`src/tmr_pkg.sv`:
```
// Purpose: constants and types for the thermal monitor register bank
// Assumes: 100 MHz clk, two-wire slave port sampled on clk
// Notes: register map, bit positions, timing and types below
package tmr_pkg;
    // ----------------------------------------
    // Register map
    // ----------------------------------------
    localparam logic [7:0] PTR_CAP = 8'h00;
    localparam logic [7:0] PTR_CFG = 8'h01;
    localparam logic [7:0] PTR_HI = 8'h02;
    localparam logic [7:0] PTR_LO = 8'h03;
    localparam logic [7:0] PTR_CRIT = 8'h04;
    localparam logic [7:0] PTR_TEMP = 8'h05;
    localparam logic [7:0] PTR_MAKER = 8'h06;
    localparam logic [7:0] PTR_PART = 8'h07;
    localparam logic [7:0] PTR_RES = 8'h08;
    localparam logic [7:0] RST_PTR = 8'h00;
    localparam logic [15:0] RST_CAP = 16'h006F;
    localparam logic [15:0] RST_CFG = 16'h0001;
    localparam logic [15:0] RST_RES = 16'h0008;
    localparam logic [15:0] RST_LIM = 16'h0000;
    // Control word bit positions
    localparam int CFG_WIPE = 13;
    localparam int CFG_SEEN = 12;
    localparam int CFG_EN = 11;
    localparam int CFG_HYS = 9;
    localparam int CFG_POWER_DOWN_BIT = 8;
    localparam int CFG_CLK = 7;
    localparam int CFG_WLK = 6;
    localparam int CFG_CLR = 5;
    localparam int CFG_STS = 4;
    localparam int CFG_CTRL = 3;
    localparam int CFG_TONLY = 2;
    localparam int CFG_POL = 1;
    localparam int CFG_MODE = 0;
    localparam int CAP_POWER_DOWN_BIT = 7;
    // Upper five address bits, 0011 and a grounded A2
    localparam logic [4:0] ADDR_HI = 5'h06;
    // Hysteresis in quarter-degree steps
    localparam logic [11:0] HYS_0 = 12'h000;
    localparam logic [11:0] HYS_1 = 12'h006;
    localparam logic [11:0] HYS_2 = 12'h00C;
    localparam logic [11:0] HYS_3 = 12'h018;
    // ----------------------------------------
    // Timing
    // ----------------------------------------
    localparam int CLK_MHZ = 100;
    localparam int PULSE_MS = 160;
    localparam int TMO_MS = 30;
    localparam int PULSE_CYC = PULSE_MS * CLK_MHZ * 1000;
    localparam int TMO_CYC = TMO_MS * CLK_MHZ * 1000;
    localparam int CNT_W = 25;
    // ----------------------------------------
    // Types
    // ----------------------------------------
    typedef struct packed {
        logic scl;
        logic sda;
    } tmr_bus_t;
    typedef struct packed {
        logic hi;
        logic lo;
        logic crit;
    } tmr_zone_t;
    typedef enum logic [2:0] {
        ST_IDLE, ST_ADDR, ST_AACK, ST_RX, ST_RACK, ST_TX, ST_TACK
    } tmr_link_st_t;
    typedef enum logic [1:0] {
        PS_WAIT, PS_HOT, PS_PULSE
    } tmr_pulse_st_t;
endpackage

```
`src/tmr_bank.sv`:
```
// Purpose: two-wire slave register bank of a temperature monitor
// Assumes: pins and straps asynchronous, converter words on clk
// Notes: open-drain pins drive only low; oe_n low while driving
module tmr_bank
    import tmr_pkg::*;
#(
    parameter int PULSE_CYCLES = PULSE_CYC,
    parameter int TIMEOUT_CYCLES = TMO_CYC,
    parameter logic POWER_DOWN_BIT_RELEASE = 1'b0,
    parameter logic [15:0] MAKER_CODE = 16'h1A2B, // arbitrary value
    parameter logic [15:0] PART_CODE = 16'h5C01 // arbitrary value
) (
    // Clock and reset
    input wire logic clk,
    input wire logic rst_n,
    // Two-wire bus
    input wire logic scl_in,
    input wire logic sda_in,
    output logic sda_out,
    output logic sda_oe_n,
    // Address straps
    input wire logic strap_select_zero,
    input wire logic strap_select_one,
    // Converter side
    input wire logic [15:0] temp_word,
    input wire logic temp_strobe,
    output logic power_down_bit,
    // Open-drain outputs
    output logic thermal_restart_pulse_out,
    output logic restart_oe_n,
    output logic alert_out,
    output logic alert_oe_n
);
    // ----------------------------------------
    // Input synchronisers
    // ----------------------------------------
    tmr_bus_t bs1_q, bs2_q, bprev_q;
    logic [1:0] st1_q, st2_q;
    // Two flops for each pin; bprev only ever sees stage two
    always_ff @(posedge clk) begin
        if (!rst_n) begin
            bs1_q <= '{scl: 1'b1, sda: 1'b1};
            bs2_q <= '{scl: 1'b1, sda: 1'b1};
            bprev_q <= '{scl: 1'b1, sda: 1'b1};
            st1_q <= 2'h0;
            st2_q <= 2'h0;
        end else begin
            bs1_q <= '{scl: scl_in, sda: sda_in};
            bs2_q <= bs1_q;
            bprev_q <= bs2_q;
            st1_q <= {strap_select_one, strap_select_zero};
            st2_q <= st1_q;
        end
    end

    logic scl_rise, scl_fall, start_c, stop_c;
    assign scl_rise = bs2_q.scl & ~bprev_q.scl;
    assign scl_fall = ~bs2_q.scl & bprev_q.scl;
    assign start_c = bs2_q.scl & bprev_q.scl & bprev_q.sda & ~bs2_q.sda;
    assign stop_c = bs2_q.scl & bprev_q.scl & ~bprev_q.sda & bs2_q.sda;

    // ----------------------------------------
    // Slave link state
    // ----------------------------------------
    tmr_link_st_t st_q, st_d;
    logic [2:0] bit_q, bit_d;
    logic [7:0] sh_q, sh_d, msb_q, msb_d;
    logic [1:0] idx_q, idx_d;
    logic rd_q, rd_d, oe_q, oe_d;
    logic [15:0] txw_q, txw_d;
    logic [CNT_W-1:0] tmo_q, tmo_d;
    logic [7:0] nb_c, ptr_q, ptr_d;
    logic ptr_we, word_we, tmo_hit;
    logic [15:0] wdat, rd_word;

    assign nb_c = {sh_q[6:0], bs2_q.sda};
    // Stuck-low clock releases the bus, active or powered down
    assign tmo_hit = (tmo_q == CNT_W'(TIMEOUT_CYCLES - 1));
    assign wdat = {msb_q, nb_c};

    // Byte engine: shift on rising clock, drive on falling clock
    always_comb begin
        st_d = st_q;
        bit_d = bit_q;
        sh_d = sh_q;
        msb_d = msb_q;
        idx_d = idx_q;
        rd_d = rd_q;
        oe_d = oe_q;
        txw_d = txw_q;
        ptr_we = 1'b0;
        word_we = 1'b0;
        // No lower clock limit: waiting is unbounded except timeout
        tmo_d = (st_q != ST_IDLE && !bs2_q.scl) ? tmo_q + 1'b1 : '0;
        if (start_c) begin
            st_d = ST_ADDR;
            bit_d = 3'h0;
            idx_d = 2'h0;
            oe_d = 1'b1;
            tmo_d = '0;
        end else if (stop_c || tmo_hit) begin
            st_d = ST_IDLE;
            oe_d = 1'b1;
            tmo_d = '0;
        end else begin
            case (st_q)
                ST_ADDR: begin
                    if (scl_rise) begin
                        sh_d = nb_c;
                        bit_d = bit_q + 3'h1;
                        if (bit_q == 3'h7) begin
                            // Strap ground reads 0, supply reads 1
                            if (nb_c[7:1] == {ADDR_HI, st2_q}) begin
                                st_d = ST_AACK;
                                rd_d = nb_c[0];
                                txw_d = rd_word;
                            end else begin
                                st_d = ST_IDLE;
                            end
                        end
                    end
                end
                ST_AACK, ST_RACK: begin
                    if (scl_fall) begin
                        if (oe_q) begin
                            oe_d = 1'b0;
                        end else if (st_q == ST_AACK && rd_q) begin
                            st_d = ST_TX;
                            bit_d = 3'h0;
                            oe_d = txw_q[15];
                            txw_d = {txw_q[14:0], 1'b0};
                        end else begin
                            st_d = ST_RX;
                            bit_d = 3'h0;
                            oe_d = 1'b1;
                        end
                    end
                end
                ST_RX: begin
                    if (scl_rise) begin
                        sh_d = nb_c;
                        bit_d = bit_q + 3'h1;
                        if (bit_q == 3'h7) begin
                            st_d = ST_RACK;
                            // First byte is the pointer, then MSB, LSB
                            case (idx_q)
                                2'h0: ptr_we = 1'b1;
                                2'h1: msb_d = nb_c;
                                2'h2: word_we = 1'b1;
                                default: ;
                            endcase
                            if (idx_q != 2'h3) begin
                                idx_d = idx_q + 2'h1;
                            end
                        end
                    end
                end
                ST_TX: begin
                    if (scl_fall) begin
                        oe_d = txw_q[15];
                        txw_d = {txw_q[14:0], 1'b0};
                    end else if (scl_rise) begin
                        bit_d = bit_q + 3'h1;
                        if (bit_q == 3'h7) begin
                            st_d = ST_TACK;
                        end
                    end
                end
                ST_TACK: begin
                    // Either ack or no-ack from the host is accepted
                    if (scl_fall) begin
                        oe_d = 1'b1;
                    end else if (scl_rise) begin
                        st_d = bs2_q.sda ? ST_IDLE : ST_TX;
                        bit_d = 3'h0;
                    end
                end
                default: st_d = ST_IDLE;
            endcase
        end
    end

    always_ff @(posedge clk) begin
        if (!rst_n) begin
            st_q <= ST_IDLE;
            bit_q <= 3'h0;
            sh_q <= 8'h00;
            msb_q <= 8'h00;
            idx_q <= 2'h0;
            rd_q <= 1'b0;
            oe_q <= 1'b1;
            txw_q <= 16'h0000;
            tmo_q <= '0;
        end else begin
            st_q <= st_d;
            bit_q <= bit_d;
            sh_q <= sh_d;
            msb_q <= msb_d;
            idx_q <= idx_d;
            rd_q <= rd_d;
            oe_q <= oe_d;
            txw_q <= txw_d;
            tmo_q <= tmo_d;
        end
    end

    // ----------------------------------------
    // Register file
    // ----------------------------------------
    logic [15:0] hi_q, hi_d, lo_q, lo_d, cr_q, cr_d;
    logic [15:0] res_q, res_d, tmp_q, tmp_d;
    logic seen_q, seen_d, en_q, en_d, power_down_bit_q, power_down_bit_d;
    logic clk_q, clk_d, wlk_q, wlk_d, ctrl_q, ctrl_d;
    logic tonly_q, tonly_d, pol_q, pol_d, mode_q, mode_d;
    logic [1:0] hys_q, hys_d;
    logic cfg_we, evt_clr, any_lock, evt_q, pulse_go;
    logic [15:0] cap_c, cfg_c;

    assign cfg_we = word_we && ptr_q == PTR_CFG;
    assign any_lock = clk_q | wlk_q;
    assign evt_clr = cfg_we & wdat[CFG_CLR];
    // Upper byte hard zero; low byte constant apart from flag
    assign cap_c = {RST_CAP[15:8], POWER_DOWN_BIT_RELEASE, RST_CAP[6:0]};
    // Wipe and clear bits read 0; reserved bits read 0
    always_comb begin
        cfg_c = 16'h0000;
        cfg_c[CFG_SEEN] = seen_q;
        cfg_c[CFG_EN] = en_q;
        cfg_c[CFG_HYS+:2] = hys_q;
        cfg_c[CFG_POWER_DOWN_BIT] = power_down_bit_q;
        cfg_c[CFG_CLK] = clk_q;
        cfg_c[CFG_WLK] = wlk_q;
        cfg_c[CFG_STS] = evt_q;
        cfg_c[CFG_CTRL] = ctrl_q;
        cfg_c[CFG_TONLY] = tonly_q;
        cfg_c[CFG_POL] = pol_q;
        cfg_c[CFG_MODE] = mode_q;
    end

    // Read mux by latched pointer; unmapped pointers read zero
    always_comb begin
        case (ptr_q)
            PTR_CAP: rd_word = cap_c;
            PTR_CFG: rd_word = cfg_c;
            PTR_HI: rd_word = hi_q;
            PTR_LO: rd_word = lo_q;
            PTR_CRIT: rd_word = cr_q;
            PTR_TEMP: rd_word = tmp_q;
            PTR_MAKER: rd_word = MAKER_CODE;
            PTR_PART: rd_word = PART_CODE;
            PTR_RES: rd_word = res_q;
            default: rd_word = 16'h0000;
        endcase
    end

    // Writes with lock rules; hardware set beats software wipe
    always_comb begin
        ptr_d = ptr_we ? nb_c : ptr_q;
        hi_d = hi_q;
        lo_d = lo_q;
        cr_d = cr_q;
        res_d = res_q;
        en_d = en_q;
        hys_d = hys_q;
        power_down_bit_d = power_down_bit_q;
        clk_d = clk_q;
        wlk_d = wlk_q;
        ctrl_d = ctrl_q;
        tonly_d = tonly_q;
        pol_d = pol_q;
        mode_d = mode_q;
        // Measured word frozen while powered down
        tmp_d = (temp_strobe && !power_down_bit_q) ? temp_word : tmp_q;
        seen_d = (seen_q & ~(cfg_we & wdat[CFG_WIPE])) | pulse_go;
        if (word_we) begin
            case (ptr_q)
                PTR_HI: if (!wlk_q) hi_d = wdat;
                PTR_LO: if (!wlk_q) lo_d = wdat;
                PTR_CRIT: if (!clk_q) cr_d = wdat;
                PTR_RES: res_d = wdat;
                PTR_CFG: begin
                    en_d = wdat[CFG_EN];
                    if (!any_lock) begin
                        hys_d = wdat[CFG_HYS+:2];
                        ctrl_d = wdat[CFG_CTRL];
                    end
                    if (!wdat[CFG_POWER_DOWN_BIT] || !any_lock) begin
                        power_down_bit_d = wdat[CFG_POWER_DOWN_BIT];
                    end
                    // Locks are set-only until power-on reset
                    clk_d = clk_q | wdat[CFG_CLK];
                    wlk_d = wlk_q | wdat[CFG_WLK];
                    if (!wlk_q) begin
                        tonly_d = wdat[CFG_TONLY];
                    end
                    pol_d = wdat[CFG_POL];
                    mode_d = wdat[CFG_MODE];
                end
                default: ;
            endcase
        end
    end

    always_ff @(posedge clk) begin
        if (!rst_n) begin
            ptr_q <= RST_PTR;
            hi_q <= RST_LIM;
            lo_q <= RST_LIM;
            cr_q <= RST_LIM;
            res_q <= RST_RES;
            tmp_q <= 16'h0000;
            seen_q <= RST_CFG[CFG_SEEN];
            en_q <= RST_CFG[CFG_EN];
            hys_q <= RST_CFG[CFG_HYS+:2];
            power_down_bit_q <= RST_CFG[CFG_POWER_DOWN_BIT];
            clk_q <= RST_CFG[CFG_CLK];
            wlk_q <= RST_CFG[CFG_WLK];
            ctrl_q <= RST_CFG[CFG_CTRL];
            tonly_q <= RST_CFG[CFG_TONLY];
            pol_q <= RST_CFG[CFG_POL];
            mode_q <= RST_CFG[CFG_MODE];
        end else begin
            ptr_q <= ptr_d;
            hi_q <= hi_d;
            lo_q <= lo_d;
            cr_q <= cr_d;
            res_q <= res_d;
            tmp_q <= tmp_d;
            seen_q <= seen_d;
            en_q <= en_d;
            hys_q <= hys_d;
            power_down_bit_q <= power_down_bit_d;
            clk_q <= clk_d;
            wlk_q <= wlk_d;
            ctrl_q <= ctrl_d;
            tonly_q <= tonly_d;
            pol_q <= pol_d;
            mode_q <= mode_d;
        end
    end

    // ----------------------------------------
    // Limit comparison and alert
    // ----------------------------------------
    tmr_zone_t zn_q, zn_d;
    logic int_q, int_d, evt_d, apin_q, apin_d, cond_c;
    logic signed [11:0] t_c, hi_c, lo_c, cr_c, hv_c;

    // Only bits 12:2 take part in the comparison
    assign t_c = {temp_word[12], temp_word[12:2]};
    assign hi_c = {hi_q[12], hi_q[12:2]};
    assign lo_c = {lo_q[12], lo_q[12:2]};
    assign cr_c = {cr_q[12], cr_q[12:2]};
    always_comb begin
        case (hys_q)
            2'h1: hv_c = HYS_1;
            2'h2: hv_c = HYS_2;
            2'h3: hv_c = HYS_3;
            default: hv_c = HYS_0;
        endcase
    end

    // Hysteresis only on the falling side of every limit
    always_comb begin
        zn_d = zn_q;
        if (temp_strobe && !power_down_bit_q) begin
            zn_d.hi = zn_q.hi ? !(t_c < hi_c - hv_c) : (t_c > hi_c);
            zn_d.crit = zn_q.crit ? !(t_c < cr_c - hv_c) : (t_c > cr_c);
            zn_d.lo = zn_q.lo ? (t_c < lo_c) : (t_c < lo_c - hv_c);
        end
        cond_c = zn_q.hi | zn_q.lo;
        // New window event latches; set beats the clear bit
        int_d = (int_q & ~evt_clr) | ((zn_d.hi & ~zn_q.hi) | (zn_d.lo & ~zn_q.lo));
        // Critical limit always acts as a comparator
        if (power_down_bit_q) begin
            evt_d = POWER_DOWN_BIT_RELEASE ? 1'b0 : evt_q;
        end else begin
            evt_d = ctrl_q & (zn_q.crit | (~tonly_q & (mode_q ? int_q : cond_c)));
        end
        // Pin level is asserted state xor inverted polarity; released outright in power-down if asked
        apin_d = (power_down_bit_q && POWER_DOWN_BIT_RELEASE) ? 1'b1 : ~(evt_d ^ pol_q);
    end

    always_ff @(posedge clk) begin
        if (!rst_n) begin
            zn_q <= '0;
            int_q <= 1'b0;
            evt_q <= 1'b0;
            apin_q <= 1'b1;
        end else begin
            zn_q <= zn_d;
            int_q <= int_d;
            evt_q <= evt_d;
            apin_q <= apin_d;
        end
    end

    // ----------------------------------------
    // Restart pulse
    // ----------------------------------------
    tmr_pulse_st_t ps_q, ps_d;
    logic [CNT_W-1:0] pc_q, pc_d;
    logic roe_q, roe_d;

    // Arm above critical, fire when below low; pin hi-z if off
    always_comb begin
        ps_d = ps_q;
        pc_d = pc_q;
        pulse_go = 1'b0;
        case (ps_q)
            PS_WAIT: if (zn_q.crit) ps_d = PS_HOT;
            PS_HOT: begin
                if (zn_q.lo && en_q) begin
                    ps_d = PS_PULSE;
                    pc_d = '0;
                    pulse_go = 1'b1;
                end
            end
            PS_PULSE: begin
                pc_d = pc_q + 1'b1;
                if (pc_q == CNT_W'(PULSE_CYCLES - 1)) begin
                    ps_d = PS_WAIT;
                end
            end
            default: ps_d = PS_WAIT;
        endcase
        roe_d = ~(ps_d == PS_PULSE && en_q);
    end

    always_ff @(posedge clk) begin
        if (!rst_n) begin
            ps_q <= PS_WAIT;
            pc_q <= '0;
            roe_q <= 1'b1;
        end else begin
            ps_q <= ps_d;
            pc_q <= pc_d;
            roe_q <= roe_d;
        end
    end

    // ----------------------------------------
    // Pin drivers
    // ----------------------------------------
    // Open-drain: data is always low, the enable decides
    assign sda_out = 1'b0;
    assign sda_oe_n = oe_q;
    assign thermal_restart_pulse_out = 1'b0;
    assign restart_oe_n = roe_q;
    assign alert_out = 1'b0;
    assign alert_oe_n = apin_q;
    assign power_down_bit = power_down_bit_q;
endmodule // tmr_bank

```
`config.mk`:
```
export PLATFORM = sky130hd
export DESIGN_NAME = tmr_bank
export DESIGN_NICKNAME = d
export VERILOG_FILES = /design/src/tmr_pkg.sv /design/src/tmr_bank.sv
export SDC_FILE = /design/constraint.sdc
export NUM_CORES = 1
export LEC_CHECK = 0
export BUFFER_PORTS_ARGS = -buffer_cell sky130_fd_sc_hd__buf_2
export CELL_PAD_IN_SITES_DETAIL_PLACEMENT = 0
export CELL_PAD_IN_SITES_GLOBAL_PLACEMENT = 2
export CORE_UTILIZATION = 40
export CTS_BUF_LIST = sky130_fd_sc_hd__clkbuf_8
export DETAILED_ROUTE_END_ITERATION = 12
export PLACE_DENSITY_LB_ADDON = 0.12
export SLEW_MARGIN = 5
export SYNTH_ARGS = -nofsm -noshare
export SYNTH_HDL_FRONTEND = slang
export SYNTH_SLANG_ARGS = --single-unit
```
`constraint.sdc`:
```
create_clock -name clk -period 4.9 [get_ports clk]
set_input_delay 0.245 -clock clk [delete_from_list [all_inputs] [get_ports clk]]
set_output_delay 0.245 -clock clk [all_outputs]
set_load 0.01 [all_outputs]
```
==> impl_metrics.env, run 1 <==
export IMPL_skew_ns=0.0312
export IMPL_synth_edf_count=0
export IMPL_routedWlPerCell_microns=20.0
export IMPL_row_count=62
export IMPL_drc=0
export IMPL_die_y_microns=175
export IMPL_netlist_area_sq_um=11900
export IMPL_status="completed"
export IMPL_critPathKind="register to register"
export IMPL_fin_util_pct=45.6
export IMPL_gr_total_overflow=0
export IMPL_synth_seq_area_share_pct=35.2
export IMPL_tightestPinTransition_ns=1.12
export IMPL_root_buffer="clkbuf_8"
export IMPL_area_growth_pct=11.2
export IMPL_core_area_sq_um=29000
export IMPL_antenna_found_initial=0
export IMPL_cts_buffers_inserted=40
export IMPL_required_ns=5.41
export IMPL_slew_headroom_pct=24.8
export IMPL_yosysWarnings=0
export IMPL_syn_avg_cell_area_sq_um=8.21
export IMPL_grt_pass1_wl_microns=58100
export IMPL_h_tree_depth=2
export IMPL_cts_sinks=209
export IMPL_cp_max_fo=6
export IMPL_min_from="temp_word[4]"
export IMPL_dieArea_sq_um=30500
export IMPL_hold_slack_ns=0.0352
export IMPL_max_freq_ghz=0.257
export IMPL_routabilityCongestion=0.843
export IMPL_power_density_nw_per_um2=292
export IMPL_cts_resized=0
export IMPL_reg2reg_from="hys_q[0]"
export IMPL_ys_seq_elements=209
export IMPL_peakVddDrop_mv=0.216
export IMPL_synth_main_ff_cell="dfxtp_1"
export IMPL_setup_violations=0
export IMPL_end_kind="register"
export IMPL_dr_first_iter_drc_count=763
export IMPL_grt_max_degree=63
export IMPL_clkTransAtPathRegs_ns=0.07
export IMPL_cap_violations=0
export IMPL_crit_arrival_ns=4.41
export IMPL_period_needed_ns=3.90
export IMPL_nets=1574
export IMPL_rsz0062_at_grt="false"
export IMPL_io_pins=30
export IMPL_grt_use_total_pct=24.7
export IMPL_clkLatencyLatePin_ns=0.57
export IMPL_cp_start_kind="register"
export IMPL_synth_cells=1450
export IMPL_drtPass1Iterations=5
export IMPL_hold_path_class="input pin to register"
export IMPL_drive_gt1_share_pct=9.81
export IMPL_post_place_ws_ns=1.01
export IMPL_fp_dieW_microns=175
export IMPL_drt_wl_total_microns=37400
export IMPL_crit_start="hys_q[0]"
export IMPL_setup_ws_ns=1.00
export IMPL_start_util_pct=41.0
export IMPL_grt_pass1_vias=9915
export IMPL_fill_cells=2959
export IMPL_place_hpwl_microns=26600
export IMPL_vias=10500
export IMPL_power_leakage_uw=0.00495
export IMPL_tritoncts="done"
export IMPL_portBuffers=26
export IMPL_final_hold_viol_count=0
export IMPL_via_per_inst=5.59
export IMPL_clockBufferDepth=3
export IMPL_cts_setup_buffers=0
export IMPL_drtAntennaViolNets=0
export IMPL_ys_types=87
export IMPL_post_route_period_util_pct=79.5
export IMPL_async_reset_ff_share_pct=0
export IMPL_final_max_slew_viol_count=0
export IMPL_fin_tns_setup_ns=0
-- layer usage --
| metal | track usage [%] | share of wire (%) | vias to the layer above | wire length [microns] |
|---|---|---|---|---|
| met4 | 10.3 | 3.4 | 0 | 1290 |
| met3 | 3.78 | 5.0 | 74 | 1860 |
| met1 | 33.7 | 47 | 4944 | 17700 |
| met5 | 0 | 0 | - | 0 |
| li1 | - | - | 5178 | - |
| met2 | 38.8 | 44 | 270 | 16600 |
-- state kept, by name, indices dropped and copies added, names as in the netlist, 7 cells and up --
| name | cells |
|---|---|
| msb_q | 8 |
| lo_q | 16 |
| txw_q | 16 |
| cr_q | 16 |
| sh_q | 7 |
| pc_q | 25 |
| tmp_q | 16 |
| ptr_q | 8 |
| tmo_q | 25 |
| res_q | 16 |
| hi_q | 16 |
-- metrics by stage --
stage / power [uW] / std cells / instance area, sq um
after floorplan: 1870 / 1452 / 11900
after global placement: 1930 / 1792 / 12200
after detailed placement: 1930 / 1792 / 12200
after CTS: 3920 / 1872 / 13200
after global routing: 4010 / 1872 / 13200
final: 3870 / 1873 / 13200
-- worst paths after layout --
| kind | end | cells after the start | slack (ns) |
|---|---|---|---|
| worst max-delay path | zn_q[1] | 14 | 1.00 |
| worst min-delay path | tmp_q[4] | 3 | 0.04 |
| worst max register to register | zn_q[1] | 14 | 1.00 |
| worst min register to register | bs2_q[0] | 1 | 0.41 |
-- synthesized netlist by cell type (5+ instances only) --
library cell / instances / area, sq um
o211ai_1: 6 / 45.0
a22oi_1: 16 / 120
and3_1: 23 / 144
a31oi_1: 12 / 75.1
mux2i_1: 43 / 430
a21o_1: 19 / 143
o22ai_1: 5 / 31.3
nand2_1: 192 / 721
or3_1: 7 / 43.8
nand2b_1: 21 / 131
nor4_1: 12 / 75.1
a21oi_2: 9 / 78.8
nand3_1: 94 / 470
o31ai_1: 7 / 52.6
nand4b_1: 5 / 43.8
nor3_1: 21 / 105
nor2b_1: 23 / 144
nor4b_1: 5 / 43.8
xnor2_1: 34 / 298
xor2_1: 17 / 149
o21ai_0: 91 / 455
o21a_1: 8 / 60.1
buf_1: 6 / 22.5
buf_2: 14 / 70.1
and2_1: 14 / 87.6
nand4_1: 26 / 163
a211oi_1: 9 / 67.6
and4_1: 6 / 52.6
nor2_1: 88 / 330
dfxtp_1: 209 / 4180
a21oi_1: 97 / 485
ha_1: 88 / 1100
nand2_2: 12 / 75.1
inv_1: 56 / 210
clkbuf_1: 53 / 199
or4_1: 7 / 52.6
-- logic make-up after synthesis --
group / count (synthesis) / share of synthesized area [%]
XOR/XNOR: 51 / 3.75
other: 1 / 0.0315
flip-flops: 209 / 35.2
buffers and inverters: 140 / 5.09
AO/OA/AOI/OAI: 329 / 17.4
adder cells (fa/ha/maj): 91 / 9.76
AND/OR/NAND/NOR: 582 / 24.8
multiplexers: 47 / 3.99
-- cell usage in the layout (no fill, tap or decap), types with 5 or more instances in the layout --
| cell type | synthesis | routed |
|---|---|---|
| clkbuf_8 | 0 | 52 |
| dfxtp_1 | 209 | 209 |
| o211ai_1 | 6 | 6 |
| a21oi_2 | 9 | 9 |
| nor3_1 | 21 | 21 |
| o21a_1 | 8 | 8 |
| nand2b_1 | 21 | 21 |
| nor2b_1 | 23 | 23 |
| a21oi_1 | 97 | 97 |
| and3_1 | 23 | 23 |
| buf_2 | 14 | 25 |
| nand3_1 | 94 | 94 |
| buf_4 | 4 | 14 |
| inv_1 | 56 | 65 |
| nor2_1 | 88 | 88 |
| or4_1 | 7 | 7 |
| nand4b_1 | 5 | 5 |
| o21ai_0 | 91 | 91 |
| xor2_1 | 17 | 17 |
| a211oi_1 | 9 | 9 |
| dlygate4sd3_1 | 0 | 10 |
| nor4_1 | 12 | 12 |
| o31ai_1 | 7 | 7 |
| ha_1 | 88 | 88 |
| xnor2_1 | 34 | 34 |
| a31oi_1 | 12 | 12 |
| nand2_2 | 12 | 12 |
| and2_1 | 14 | 14 |
| or3_1 | 7 | 7 |
| nand4_1 | 26 | 26 |
| and4_1 | 6 | 6 |
| mux2i_1 | 43 | 43 |
| nand2_1 | 192 | 192 |
| a21o_1 | 19 | 19 |
| o22ai_1 | 5 | 5 |
| nor4b_1 | 5 | 5 |
| a22oi_1 | 16 | 16 |
-- layout make-up --
cell class / count / area [sq um] / area share, %
tap: 384 / 480 / 3.63
multi-input combinational: 1103 / 7120 / 53.8
timing repair buffer: 49 / 330 / 2.50
clock inverter: 18 / 191 / 1.45
clock buffer: 52 / 716 / 5.41
antenna: 1 / 2.50 / 0.0189
inverter: 57 / 214 / 1.62
sequential: 209 / 4180 / 31.6
-- what timing repair did --
item,CTS,global route
endpoints found under the hold margin,10,0
setup endpoints to repair,0,0
hold buffers,10,0
-- worst max-delay path: stages, from the launching register on --
cell and delay [ns]:
dfxtp_1 0.38, inv_1 0.07, ha_1 0.43, fa_1 0.47, a21o_1 0.19, a21oi_1 0.21
and3_1 0.25, nand3_1 0.10, xnor2_1 0.13, ha_1 0.29, a21o_1 0.16, a2111oi_0 0.39
a21oi_1 0.07, or4_1 0.49, a21bo_2 0.20
-- power breakdown --
| group | internal [uW] | switching, uW | total [uW] |
|---|---|---|---|
| sequential | 1720 | 18.4 | 1730 |
| combinational | 61.9 | 104 | 166 |
| clock | 1160 | 803 | 1970 |
Note: power is estimated with default switching activity, not from simulation.
==> run 2: changes to the inputs <==
Clock period 4.9 ns to 3.8 ns, I/O delays scaled along.
==> impl_metrics.env, run 2 (synthesized netlist as in run 1, its figures left out) <==
export IMPL_power_density_nw_per_um2=345
export IMPL_vias=10400
export IMPL_portBuffers=26
export IMPL_combPwrFrac_pct=4.8
export IMPL_period_needed_ns=3.62
export IMPL_power_leakage_uw=0.00504
export IMPL_area_growth_pct=12.4
export IMPL_tightestPinTransition_ns=1.18
export IMPL_p_clk_share_pct=46.8
export IMPL_power_frac_seq_pct=48.4
export IMPL_cp_slowest_cell="or4_1"
export IMPL_die_y_microns=175
export IMPL_cp_start_kind="register"
export IMPL_met3_length_microns=1650
export IMPL_routabilityCongestion=0.877
export IMPL_peakVddDrop_mv=0.247
export IMPL_required_ns=4.29
export IMPL_drtPass1Iterations=7
export IMPL_clockBufferDepth=3
export IMPL_core_area_sq_um=29000
export IMPL_final_common_cell="dfxtp_1"
export IMPL_grt_max_degree=86
export IMPL_p_int_uw=3460
export IMPL_diodes=0
export IMPL_via_per_inst=5.48
export IMPL_worst_path_buf_inv=2
export IMPL_start_util_pct=41.0
export IMPL_cts_sinks=209
export IMPL_dr_first_iter_drc_count=791
export IMPL_cap_violations=0
export IMPL_fp_dieW_microns=175
export IMPL_switching_share_pct=24.9
export IMPL_slew_headroom_pct=20.7
export IMPL_status="completed"
export IMPL_grt_pass1_wl_microns=58300
export IMPL_cp_cell_sequence="inv_1 > ha_2 > ha_1 > inv_1 > fa_2 > a21o_1 > a21oi_2 > and3_4 > nand3_1 > xnor2_2 > ha_1 > a21o_1 > a2111oi_4 > a21oi_1 > or4_1 > a21bo_2"
export IMPL_path_delay_family="compound AO/OA/AOI/OAI gates"
export IMPL_final_hold_viol_count=0
export IMPL_grt_pass1_vias=10100
export IMPL_clkTransAtPathRegs_ns=0.06
export IMPL_wl_met2_microns=16200
export IMPL_final_max_slew_viol_count=0
export IMPL_drt_wl_total_microns=37100
export IMPL_crit_arrival_ns=4.11
export IMPL_cts_buffers_inserted=39
export IMPL_max_stage_delay_ns=0.49
export IMPL_fin_tns_setup_ns=0
export IMPL_drive_gt1_share_pct=11.8
export IMPL_drc=0
export IMPL_hold_slack_ns=0.0116
export IMPL_gr_total_overflow=0
export IMPL_p_switching_uw=1150
export IMPL_nets=1597
export IMPL_tritoncts="done"
export IMPL_place_hpwl_microns=26800
export IMPL_post_route_period_util_pct=95.4
export IMPL_cp_max_fo=4
export IMPL_layout_common_cells="dfxtp_1 (208), nand2_1 (192), a21oi_1 (95)"
export IMPL_io_pins=30
export IMPL_routedWlPerCell_microns=19.6
export IMPL_critPathKind="register to register"
export IMPL_root_buffer="clkbuf_8"
export IMPL_max_freq_ghz=0.276
export IMPL_h_tree_depth=2
export IMPL_grt_use_total_pct=24.5
export IMPL_drt_met1_wl_microns=18000
export IMPL_clkLatencyLatePin_ns=0.55
export IMPL_end_kind="register"
export IMPL_reg_top3="pc_q x25, tmo_q x25"
export IMPL_hold_path_class="input pin to register"
export IMPL_row_count=62
export IMPL_skew_ns=0.0210
export IMPL_antenna_found_initial=0
export IMPL_dieArea_sq_um=30500
export IMPL_drtAntennaViolNets=0
export IMPL_setup_violations=0
export IMPL_top_layer="met4"
-- run 2: repair_timing --
item,in CTS,in global routing
hold buffers,12,0
hold endpoints to repair,12,0
setup endpoints to repair,2,3
buffers inserted,0,1
pin swaps,0,1
resized for setup,3,13
-- run 2: through the flow --
step           power, uW  std cells  util (%)  setup slack (ns)  cell area (sq um)
3_5_place_dp        2490       1813      42.7           -0.0476              12400
5_1_grt             4820       1895      46.1           -0.0143              13400
2_1_floorplan       2410       1452         -             0.162              11900
4_1_cts             4690       1894      45.9            0.0127              13300
3_3_place_gp        2490       1813      42.7            0.0182              12400
6_report            4620       1895      46.1             0.175              13400
-- run 2: final cells by class --
cell class | count | area (sq um)
Fill cell | 2942 | 15600
Multi-Input combinational cell | 1103 | 7190
Sequential cell | 209 | 4190
Clock buffer | 49 | 674
Timing Repair Buffer | 73 | 528
Tap cell | 384 | 480
Inverter | 57 | 214
Clock inverter | 20 | 104
-- run 2: path summary, 6_finish.rpt --
check	start	to	slack [ns]	cells after the start
hold / removal	temp_word[4]	tmp_q[4]	0.01	3
hold reg to reg	bs1_q[1]	bs2_q[1]	0.41	1
setup reg to reg	hys_q[1]	zn_q[1]	0.18	16
setup / recovery	hys_q[1]	zn_q[1]	0.18	16
-- run 2: worst min-delay path, stage by stage --
cell     delay [ns]
buf_2          0.18
nand2_1        0.08
a21oi_1        0.05
-- run 2: power by group through the flow --
stage	clock network (uW)	logic [uW]	registers (uW)
after floorplan	0	138	2270
after global placement	0	204	2280
after detailed placement	0	207	2280
after CTS	2240	218	2230
after global routing	2340	246	2230
final	2160	220	2230
-- run 2: per-layer routing --
metal  track usage [%]  vias up
li1                  -     5229
met1              34.7     4835
met2              37.9      236
met5                 0        -
met4              8.55        0
met3              3.39       77
==> run 3: changes to the inputs <==
Settings changed: CORE_UTILIZATION 40 to 35, SLEW_MARGIN 5 to not set.
==> impl_metrics.env, run 3 (synthesized netlist as in run 1, its figures left out) <==
export IMPL_status="completed"
export IMPL_period_needed_ns=3.66
export IMPL_fill_cells=3511
export IMPL_grt_pass1_wl_microns=59800
export IMPL_end_kind="register"
export IMPL_cts_buffers_inserted=41
export IMPL_core_area_sq_um=33500
export IMPL_grt_max_degree=64
export IMPL_row_count=67
export IMPL_drt_wl_total_microns=39000
export IMPL_placed_cells=1875
export IMPL_hold_path_class="input pin to register"
export IMPL_gr_total_overflow=0
export IMPL_drtPass1Iterations=5
export IMPL_diodes=0
export IMPL_clkTransAtPathRegs_ns=0.06
export IMPL_cap_violations=0
export IMPL_reg2reg_setup_slack_ns=0.14
export IMPL_ff2ff_path_depth=17
export IMPL_switching_share_pct=24.5
export IMPL_p_clk_share_pct=49.8
export IMPL_dr_first_iter_drc_count=685
export IMPL_fin_tns_setup_ns=0
export IMPL_die_y_microns=186
export IMPL_place_hpwl_microns=28100
export IMPL_cp_start_kind="register"
export IMPL_start_util_pct=35.5
export IMPL_fp_dieW_microns=186
export IMPL_combPwrFrac_pct=4.6
export IMPL_portBuffers=26
export IMPL_clockBufferDepth=3
export IMPL_p_switching_uw=1200
export IMPL_power_frac_seq_pct=45.6
export IMPL_min_to="tmp_q[6]"
export IMPL_final_hold_viol_count=0
export IMPL_power_leakage_uw=0.00508
export IMPL_reg_top3="pc_q x25, tmo_q x25"
export IMPL_power_density_nw_per_um2=361
export IMPL_r2r_end="zn_q[0]"
export IMPL_setup_violations=0
export IMPL_cts_sinks=209
export IMPL_grt_use_total_pct=22.3
export IMPL_crit_arrival_ns=4.12
export IMPL_finalNonFillerCells=1968
export IMPL_required_ns=4.26
export IMPL_peakVddDrop_mv=0.251
export IMPL_power_uw=4900
export IMPL_slew_headroom_pct=27.6
export IMPL_via_per_inst=5.34
export IMPL_tritoncts="done"
export IMPL_max_freq_ghz=0.273
export IMPL_skew_ns=0.0177
export IMPL_dieArea_sq_um=34700
export IMPL_clkLatencyLatePin_ns=0.57
export IMPL_vias=10500
export IMPL_routedWlPerCell_microns=19.8
export IMPL_rsz0062_at_grt="true"
export IMPL_root_buffer="clkbuf_8"
export IMPL_drc=0
export IMPL_tightestPinTransition_ns=1.08
export IMPL_nets=1603
export IMPL_whs_path_depth=3
export IMPL_grt_pass1_vias=9871
export IMPL_routabilityCongestion=0.856
export IMPL_fin_util_pct=40.5
export IMPL_io_pins=30
export IMPL_layout_common_cells="dfxtp_1 (208), nand2_1 (192), a21oi_1 (95)"
export IMPL_final_max_slew_viol_count=0
export IMPL_drtAntennaViolNets=0
export IMPL_reg2reg_from="hys_q[0]"
export IMPL_drive_gt1_share_pct=11.8
export IMPL_post_route_period_util_pct=96.4
export IMPL_critPathKind="register to register"
export IMPL_min_from="temp_word[6]"
export IMPL_antenna_found_initial=0
export IMPL_area_growth_pct=14.0
export IMPL_final_common_cell="dfxtp_1"
export IMPL_hold_slack_ns=0.0251
export IMPL_p_int_uw=3700
export IMPL_h_tree_depth=2
export IMPL_cp_max_fo=4
## run 3: cell types whose count changed in the layout (fill, tap and decap cells not counted), sizes merged
cell,before,now
buf,61,59
bufinv,0,2
inv,69,67
clkbuf,49,53
clkinvlp,1,0
clkinv,7,9
dlygate4sd3,12,18
## run 3: through the flow
stage | setup WS (ns) | cell area [sq um]
after global placement | 0.0321 | 12500
after detailed placement | -0.0217 | 12500
after floorplan | 0.162 | 11900
final | 0.138 | 13600
after global routing | -0.0223 | 13600
after CTS | 0.00514 | 13500
## run 3: what timing repair did
item / 4_1_cts / 5_1_grt
hold endpoints to repair: 18 / 0
pin swaps: 0 / 2
cloned: 0 / 0
setup buffers: 0 / 1
hold buffers: 18 / 0
endpoints found under the setup margin: 1 / 3
gates resized for setup: 1 / 9
## run 3: metal layers
metal  part of all wire, %  global-route usage (%)  vias to the layer above
met1                    48                    31.2                     4930
met5                     0                       0                        -
met2                    44                    34.3                      261
met3                   5.1                    3.52                       67
li1                      -                       -                     5250
met4                   3.1                    8.23                        0
## run 3: cell type report
| class | instances | area [sq um] | share of cell area [%] |
|---|---|---|---|
| clock buffer | 53 | 729 | 5.38 |
| clock inverter | 21 | 155 | 1.14 |
| inverter | 57 | 214 | 1.58 |
| multi-input combinational | 1103 | 7160 | 52.8 |
| sequential | 209 | 4190 | 30.8 |
| tap | 448 | 561 | 4.13 |
| timing repair buffer | 77 | 561 | 4.13 |
## run 3: worst max-delay path, cell delays in order (launching register included)
cell	delay [ns]
dfxtp_1	0.38
inv_1	0.10
ha_4	0.27
buf_4	0.15
ha_1	0.25
nor2b_1	0.13
o21a_1	0.18
o21ai_0	0.14
nor3b_1	0.37
and3_1	0.23
xnor2_1	0.07
ha_1	0.29
and3_1	0.17
nand3_1	0.11
a211oi_1	0.25
nor2_1	0.08
mux2i_1	0.12
a32o_1	0.26
## run 3: how the worst max path moves through the flow
stage                  start      end  slack [ns]  cells past startpoint
floorplan           hys_q[0]  zn_q[1]        0.16                     14
global placement    hys_q[0]  zn_q[1]        0.03                     14
detailed placement  hys_q[0]  zn_q[1]       -0.02                     14
CTS                 hys_q[0]  zn_q[1]       0.005                     14
global route        hys_q[0]  zn_q[0]       -0.02                     17
finish              hys_q[0]  zn_q[0]        0.14                     17
## run 3: power by group through the flow
stage | registers, uW | logic [uW] | clock network [uW]
final | 2240 | 224 | 2440
after global routing | 2240 | 254 | 2640
after CTS | 2240 | 225 | 2530
after detailed placement | 2280 | 209 | 0
after global placement | 2280 | 208 | 0
after floorplan | 2270 | 138 | 0
